File: src/verilog/bidir_reset_defines.svh
// named offsets, field positions, reset values and timing counts of the reset controller
`ifndef BIDIR_RESET_DEFINES_SVH
`define BIDIR_RESET_DEFINES_SVH

// ----------------------------------------------------------------
// register byte offsets
// ----------------------------------------------------------------
`define OFS_SYSTEM_CONFIG  4'h0
`define OFS_RESET_FLAGS    4'h4
`define OFS_IRQ_STATUS     4'h8
`define OFS_IRQ_MASK       4'hC

// ----------------------------------------------------------------
// field positions
// ----------------------------------------------------------------
`define BIT_BIDIR_ENABLE   0
`define BIT_BOOT_SELECT    4
`define FLAG_HW_LONG       0
`define FLAG_HW_SHORT      1
`define FLAG_SW            2
`define FLAG_WDT           3
`define EVT_HW             0
`define EVT_SW             1
`define EVT_WDT            2
`define EVT_END_OF_INIT_INSTR          3

// ----------------------------------------------------------------
// widths, reset values and timing
// ----------------------------------------------------------------
`define ADDR_W             4
`define DATA_W             32
`define BOOT_W             16
`define CNT_W              16
`define NIBBLE_W           4
`define NIBBLE_ZERO        4'h0
`define CNT_ZERO           16'h0000
`define CNT_ONE            16'h0001
`define BOOT_RESET         16'h0000
`define DATA_ZERO          32'h0000_0000
`define SEQ_CYCLES_DEFAULT 1024
`define SETTLE_CYCLES      16'h0003

`endif

File: src/verilog/bidir_reset_pkg.sv
// types shared by the bidirectional reset controller
`include "bidir_reset_defines.svh"

package bidir_reset_pkg;

  typedef enum logic [3:0] {
    ST_RUN    = 4'b0001,
    ST_SEQ    = 4'b0010,
    ST_PIN    = 4'b0100,
    ST_SETTLE = 4'b1000
  } rst_state_e;

  typedef struct packed {
    logic                   read;
    logic                   write;
    logic [`ADDR_W-1:0]     address;
    logic [`DATA_W-1:0]     writedata;
    logic [`NIBBLE_W-1:0]   byteenable;
  } avmm_req_s;

  typedef struct packed {
    logic [`DATA_W-1:0]     readdata;
    logic                   waitrequest;
  } avmm_rsp_s;

  typedef struct packed {
    rst_state_e             state;
    logic [`CNT_W-1:0]      cnt;
    logic                   pin_s1;
    logic                   pin_s2;
    logic [`BOOT_W-1:0]     boot_s1;
    logic [`BOOT_W-1:0]     boot_s2;
    logic [`BOOT_W-1:0]     boot_cfg;
    logic                   enable;
    logic                   bidir_act;
    logic                   init_done;
    logic                   rst_ind_n;
    logic                   src_hw;
    logic [`NIBBLE_W-1:0]   flags;
    logic [`NIBBLE_W-1:0]   status;
    logic [`NIBBLE_W-1:0]   mask;
    logic                   ack;
    logic [`DATA_W-1:0]     rdata;
  } ctl_state_s;

endpackage

File: src/verilog/bidirectional_reset_control.sv
// reset sequencer with optional bidirectional reset pin and avalon-mm registers
//
// Chosen here: the Avalon-MM interface to the registers and the register offsets.
`timescale 1ns/1ns
`default_nettype none
`include "bidir_reset_defines.svh"

module bidirectional_reset_control
#(
  parameter int SEQ_CYCLES = `SEQ_CYCLES_DEFAULT
)
(
  input  wire logic                         sys_clk,
  input  wire logic                         rst,
  input  wire bidir_reset_pkg::avmm_req_s   avs_req,
  output var  bidir_reset_pkg::avmm_rsp_s   avs_rsp,
  input  wire logic                         reset_in_pin_i,
  output logic                              reset_in_pin_o,
  output logic                              reset_in_pin_oe,
  input  wire logic                         sw_reset_req,
  input  wire logic                         wdt_reset_req,
  input  wire logic                         end_of_init_instr,
  input  wire logic [`BOOT_W-1:0]           boot_config_port,
  output logic [`BOOT_W-1:0]                boot_config_latched,
  output logic                              boot_loader_start,
  output logic                              core_reset,
  output logic                              reset_indication_out_n,
  output logic                              irq
);
  import bidir_reset_pkg::*;

  if (SEQ_CYCLES < 2 || SEQ_CYCLES >= (1 << `CNT_W))
  begin : g_seq_range
    $error("SEQ_CYCLES out of range for the sequence counter");
  end

  localparam logic [`CNT_W-1:0] SEQ_LAST = `CNT_W'(SEQ_CYCLES - 1);

  // ----------------------------------------------------------------
  // helpers
  // ----------------------------------------------------------------
  function automatic logic hit(input logic [`ADDR_W-1:0] a, input logic [`ADDR_W-1:0] ofs);
    hit = (a == ofs);
  endfunction

  ctl_state_s cur_reg;
  ctl_state_s cur_next;

  logic bus_req;
  logic bus_take;
  logic wr_take;
  logic lane0;
  logic pin_low;
  logic [`NIBBLE_W-1:0] evt;

  assign bus_req  = avs_req.read | avs_req.write;
  assign bus_take = bus_req & cur_reg.ack;
  assign wr_take  = avs_req.write & bus_take;
  assign lane0    = avs_req.byteenable[0];
  // the pin reads low while we drive it ourselves; ignore it then
  assign pin_low  = ~cur_reg.pin_s2;

  // ----------------------------------------------------------------
  // next state
  // ----------------------------------------------------------------
  always_comb
  begin
    cur_next = cur_reg;
    evt      = `NIBBLE_ZERO;

    cur_next.pin_s1  = reset_in_pin_i;
    cur_next.pin_s2  = cur_reg.pin_s1;
    cur_next.boot_s1 = boot_config_port;
    cur_next.boot_s2 = cur_reg.boot_s1;

    unique case (cur_reg.state)
      ST_RUN:
      begin
        if (pin_low || sw_reset_req || wdt_reset_req)
        begin
          cur_next.state     = ST_SEQ;
          cur_next.cnt       = `CNT_ZERO;
          cur_next.bidir_act = cur_reg.enable;
          cur_next.enable    = 1'b0;
          cur_next.init_done = 1'b0;
          cur_next.rst_ind_n = 1'b0;
          cur_next.src_hw    = pin_low;
          cur_next.flags     = `NIBBLE_ZERO;
          if (pin_low)
          begin
            cur_next.flags[`FLAG_HW_SHORT] = 1'b1;
            evt[`EVT_HW] = 1'b1;
          end
          else if (sw_reset_req)
          begin
            cur_next.flags[`FLAG_SW] = 1'b1;
            evt[`EVT_SW] = 1'b1;
          end
          else
          begin
            cur_next.flags[`FLAG_WDT] = 1'b1;
            evt[`EVT_WDT] = 1'b1;
          end
        end
        else if (end_of_init_instr && !cur_reg.init_done)
        begin
          cur_next.init_done = 1'b1;
          cur_next.rst_ind_n = 1'b1;
          evt[`EVT_END_OF_INIT_INSTR] = 1'b1;
        end
      end
      ST_SEQ:
      begin
        cur_next.cnt = cur_reg.cnt + `CNT_ONE;
        if (cur_reg.cnt == SEQ_LAST)
        begin
          cur_next.cnt = `CNT_ZERO;
          if (cur_reg.bidir_act)
          begin
            // the pin was ours, so any outside pulse is already stretched
            cur_next.flags = `NIBBLE_ZERO;
            cur_next.flags[`FLAG_HW_LONG] = 1'b1;
            cur_next.boot_cfg = cur_reg.boot_s2;
            cur_next.state    = ST_SETTLE;
          end
          else if (cur_reg.src_hw && pin_low)
          begin
            cur_next.flags = `NIBBLE_ZERO;
            cur_next.flags[`FLAG_HW_LONG] = 1'b1;
            cur_next.state = ST_PIN;
          end
          else
          begin
            if (cur_reg.src_hw)
              cur_next.boot_cfg = cur_reg.boot_s2;
            cur_next.state = ST_SETTLE;
          end
        end
      end
      ST_PIN:
      begin
        if (!pin_low)
        begin
          cur_next.boot_cfg = cur_reg.boot_s2;
          cur_next.state    = ST_SETTLE;
        end
      end
      ST_SETTLE:
      begin
        // lets the released pin pass the synchroniser before it is watched again
        cur_next.cnt = cur_reg.cnt + `CNT_ONE;
        if (cur_reg.cnt == `SETTLE_CYCLES)
        begin
          cur_next.cnt   = `CNT_ZERO;
          cur_next.state = ST_RUN;
        end
      end
    endcase

    // ----------------------------------------------------------------
    // register access
    // ----------------------------------------------------------------
    cur_next.ack = bus_req & ~cur_reg.ack;
    if (bus_req && !cur_reg.ack)
    begin
      cur_next.rdata = `DATA_ZERO;
      if (hit(avs_req.address, `OFS_SYSTEM_CONFIG))
        cur_next.rdata[`BIT_BIDIR_ENABLE] = cur_reg.enable;
      else if (hit(avs_req.address, `OFS_RESET_FLAGS))
        cur_next.rdata[`NIBBLE_W-1:0] = cur_reg.flags;
      else if (hit(avs_req.address, `OFS_IRQ_STATUS))
        cur_next.rdata[`NIBBLE_W-1:0] = cur_reg.status;
      else if (hit(avs_req.address, `OFS_IRQ_MASK))
        cur_next.rdata[`NIBBLE_W-1:0] = cur_reg.mask;
    end

    if (wr_take && lane0 && hit(avs_req.address, `OFS_SYSTEM_CONFIG)
        // a reset starting in this cycle must still clear the bit
        && !cur_reg.init_done && cur_reg.state == ST_RUN && cur_next.state == ST_RUN)
      cur_next.enable = avs_req.writedata[`BIT_BIDIR_ENABLE];
    if (wr_take && lane0 && hit(avs_req.address, `OFS_IRQ_MASK))
      cur_next.mask = avs_req.writedata[`NIBBLE_W-1:0];

    // set wins over a simultaneous write-one-to-clear
    if (wr_take && lane0 && hit(avs_req.address, `OFS_IRQ_STATUS))
      cur_next.status = cur_reg.status & ~avs_req.writedata[`NIBBLE_W-1:0];
    cur_next.status = cur_next.status | evt;
  end

  // ----------------------------------------------------------------
  // state register
  // ----------------------------------------------------------------
  always_ff @(posedge sys_clk)
  begin
    if (rst)
    begin
      cur_reg.state     <= ST_RUN;
      cur_reg.cnt       <= `CNT_ZERO;
      cur_reg.pin_s1    <= 1'b1;
      cur_reg.pin_s2    <= 1'b1;
      cur_reg.boot_s1   <= `BOOT_RESET;
      cur_reg.boot_s2   <= `BOOT_RESET;
      cur_reg.boot_cfg  <= `BOOT_RESET;
      cur_reg.enable    <= 1'b0;
      cur_reg.bidir_act <= 1'b0;
      cur_reg.init_done <= 1'b0;
      cur_reg.rst_ind_n <= 1'b0;
      cur_reg.src_hw    <= 1'b0;
      cur_reg.flags     <= `NIBBLE_ZERO;
      cur_reg.status    <= `NIBBLE_ZERO;
      cur_reg.mask      <= `NIBBLE_ZERO;
      cur_reg.ack       <= 1'b0;
      cur_reg.rdata     <= `DATA_ZERO;
    end
    else
    begin
      cur_reg <= cur_next;
    end
  end

  // ----------------------------------------------------------------
  // outputs
  // ----------------------------------------------------------------
  // open-drain: only ever drives low, outside drivers must be open-drain too
  assign reset_in_pin_o  = 1'b0;
  assign reset_in_pin_oe = cur_reg.bidir_act & (cur_reg.state == ST_SEQ);
  assign core_reset      = (cur_reg.state != ST_RUN);
  assign reset_indication_out_n = cur_reg.rst_ind_n;
  assign boot_config_latched    = cur_reg.boot_cfg;
  assign boot_loader_start      = ~cur_reg.boot_cfg[`BIT_BOOT_SELECT];
  assign irq                    = |(cur_reg.status & cur_reg.mask);
  assign avs_rsp.waitrequest    = bus_req & ~cur_reg.ack;
  assign avs_rsp.readdata       = cur_reg.rdata;

endmodule

`default_nettype wire

File: config.mk
export PLATFORM = sky130hd
export DESIGN_NAME = bidirectional_reset_control
export DESIGN_NICKNAME = d
export VERILOG_FILES = /design/src/verilog/bidir_reset_pkg.sv /design/src/verilog/bidirectional_reset_control.sv
export VERILOG_INCLUDE_DIRS = /design/src /design/src/verilog
export SDC_FILE = /design/constraint.sdc
export NUM_CORES = 1
export LEC_CHECK = 0
export BUFFER_PORTS_ARGS = -buffer_cell sky130_fd_sc_hd__clkbuf_2
export CORE_UTILIZATION = 47
export DETAILED_ROUTE_END_ITERATION = 12
export PLACE_DENSITY = 0.87
export SYNTH_ARGS = -nofsm -noshare
export SYNTH_HDL_FRONTEND = slang
export SYNTH_SLANG_ARGS = --single-unit
File: constraint.sdc
create_clock -name sys_clk -period 2 [get_ports sys_clk]
set_input_delay 0.3 -clock sys_clk [delete_from_list [all_inputs] [get_ports sys_clk]]
set_output_delay 0.3 -clock sys_clk [all_outputs]
set_load 0.01 [all_outputs]
==> qor.csv <==
metric,value,unit
met3_wirelength,413,microns
max_freq,492,MHz
drt-pass1-iter-count,5,
cts_tree,yes,
ys_seq_elements,91,
start_util,49.4,%
antenna_cells,0,
worstMarginPinSlew,0.503,ns
post-route-period-util,102,%
syn_avg_cell_area,9.34,sq um
worstSetupEndpointType,flip-flop,
setup_viol,1,
port_buffers,58,
route.vias.total,3087,
place.gp.congestion,0.861,
postCtsHoldBufs,0,
multi_input_area,0.00191,sq mm
cts.path.max_buffers,2,
wl_met1,3360,microns
finalWirelength,8190,microns
seqCellArea,0.00183,sq mm
die_area,0.00919,sq mm
finish.net_count,566,
async_flop_share,0,%
cap_viol_max_count,0,
wire_per_inst,13.4,microns
netlist_area,0.00414,sq mm
status,"complete, but fails checks",
top_layer_used,met4,
final_core_util,55.8,%
die_h,95.8,microns
grt_pass1_vias,2972,
synthDistinctLibCells,62,
ir_drop,0.000496,V
tns,-0.0314,ns
grt_setup_unrepaired,yes,
drv_slew,0,
layout-drive-gt1-share,26.7,%
synth-main-ff-cell,dfxtp_1,
max-slew-margin-rel,66.4,%
routed-wl-met2,4310,microns
period_minus_slack,2.03,ns
cts_buffers,9,
grt_start_max_net_pins,33,
antenna_found_initial,0,
ant_nets,0,
drc,0,
cp_data_required_time,2.28,ns
p_leak,1.90,nW
cts_root_buffer,clkbuf_8,
path_max_fanout,8,
failed_checks,negative setup slack,
hp-class,in -> reg,
clk_pin_slew,0.10,ns
drt_first_iter_violations,104,
yosys_warnings,0,
yosysSeqAreaShare,44.0,%
clock_sinks,91,
cp.arrival,2.31,ns
clock_insertion_delay_worst_skew,0.37,ns
core,0.00838,sq mm
fin_ws,-0.0314,ns
fillerInstances,735,
std_cell_rows,33,
cts.htree.levels,3,
power_density,741,mW/mm^2
hold_viol_final,0,
startpoint_type,flip-flop,
grt_overflow,0,
viasPerCell,5.05,
grt_pass1_wl,12400,microns
track_usage,17.4,%
final_area,0.00468,sq mm
netlist_instances,443,
placed_area,0.00437,sq mm
die_w,95.8,microns
synth_edf_count,0,
clock_skew,0.0102,ns
criticalPathCategory,reg -> reg,
hpwl,5800,microns
syn2layout_area_growth,13.0,%
ioPinCount,119,
largest_reg_flops,54,
stage by stage:
stage | worst slack, ns | power [W] | hold WS (ns) | cells
2_1_floorplan | 0.0205 | 0.00217 | 0.389 | 471
4_1_cts | 0.00165 | 0.00348 | 0.0999 | 608
3_3_place_gp | 0.0670 | 0.00221 | 0.417 | 591
5_1_grt | -0.0994 | 0.00359 | 0.0955 | 611
3_5_place_dp | -0.00631 | 0.00222 | 0.419 | 591
6_report | -0.0314 | 0.00346 | 0.114 | 611
synthesized netlist by cell type (6+ instances only):
master / count / area, sq um
a21oi_1: 17 / 85.1
a22oi_1: 6 / 45.0
buf_4: 52 / 390
clkbuf_1: 8 / 30.0
dfxtp_1: 91 / 1820
inv_1: 7 / 26.3
mux2i_1: 23 / 230
nand2_1: 60 / 225
nand3_1: 11 / 55.1
nor2_1: 31 / 116
nor2b_1: 36 / 225
nor3_1: 8 / 40.0
o21ai_0: 8 / 40.0
xnor2_1: 6 / 52.6
xor2_1: 6 / 52.6
per-layer routing:
layer,global-route usage (%),vias to the layer above
met5,0,-
met4,7.84,0
met3,4.82,9
met2,32.4,94
met1,18.2,1453
li1,-,1531
layout make-up:
class / count / share of cell area (%)
inverter: 8 / 0.642
timing repair buffer: 90 / 12.4
clock inverter: 6 / 1.55
clock buffer: 10 / 2.73
multi-input combinational: 301 / 40.8
sequential: 91 / 39.1
tap: 105 / 2.81
timing repair:
action,CTS,global route
hold endpoints to repair,0,0
buffers inserted,1,1
pin swaps,0,7
resized for setup,1,14
cloned,0,2
endpoints found under the setup margin,18,34
cell usage in the layout, fill, tap and decap left out, drive strengths merged, types with 2 or more instances in the layout:
master,synthesis,routed
nor2,31,31
o22ai,3,3
mux2i,23,23
nor4,4,4
nor3,9,9
nor2b,36,36
a22o,3,3
o21bai,2,2
nand3,12,12
or2,3,3
xor2,6,6
inv,7,10
a21boi,2,2
o21ai,8,8
clkinv,1,3
dfxtp,91,91
nand2b,3,3
buf,56,31
a31oi,4,4
conb,1,29
a21oi,18,18
mux2,3,3
nand4,3,3
nor4b,3,3
clkbuf,13,69
xnor2,6,6
nand2,60,60
o2111ai,2,2
and4,2,2
a22oi,6,6
final timing paths:
path	depth (start not counted)	slack, ns	to	from
setup / recovery	7	-0.03	boot_config_latched[15]$_SDFFE_PP0P_	cur_reg[111]$_SDFFE_PP0P_
hold reg to reg	1	0.44	cur_reg[98]$_SDFF_PP1_	cur_next[98]$_SDFF_PP1_
setup reg to reg	7	-0.03	boot_config_latched[15]$_SDFFE_PP0P_	cur_reg[111]$_SDFFE_PP0P_
hold / removal	2	0.11	cur_next[98]$_SDFF_PP1_	reset_in_pin_i
worst max-delay path, stage by stage, from the launching register on:
cell and delay [ns]:
dfxtp_2 0.35, or4_4 0.52, nor3_4 0.23, buf_6 0.13, nand3_4 0.08, a21oi_4 0.20, buf_12 0.17, mux2i_1 0.25
logic make-up after synthesis:
family                   Yosys count  share of synthesized area [%]
XOR/XNOR                          12                           2.54
AO/OA/AOI/OAI                     56                           9.73
AND/OR/NAND/NOR                  176                           22.7
flip-flops                        91                           44.0
buffers and inverters             79                           13.7
adder cells (fa/ha/maj)            1                          0.302
multiplexers                      27                           6.92
other                              1                         0.0906
where the power goes:
group	internal, W	switching [W]	leakage, nW
Combinational	0.000132	0.000174	1.05
Sequential	0.00186	0.0000255	0.744
Clock	0.000596	0.000677	0.103
Total	0.00259	0.000876	1.90
(Power assumes the default switching activity.)
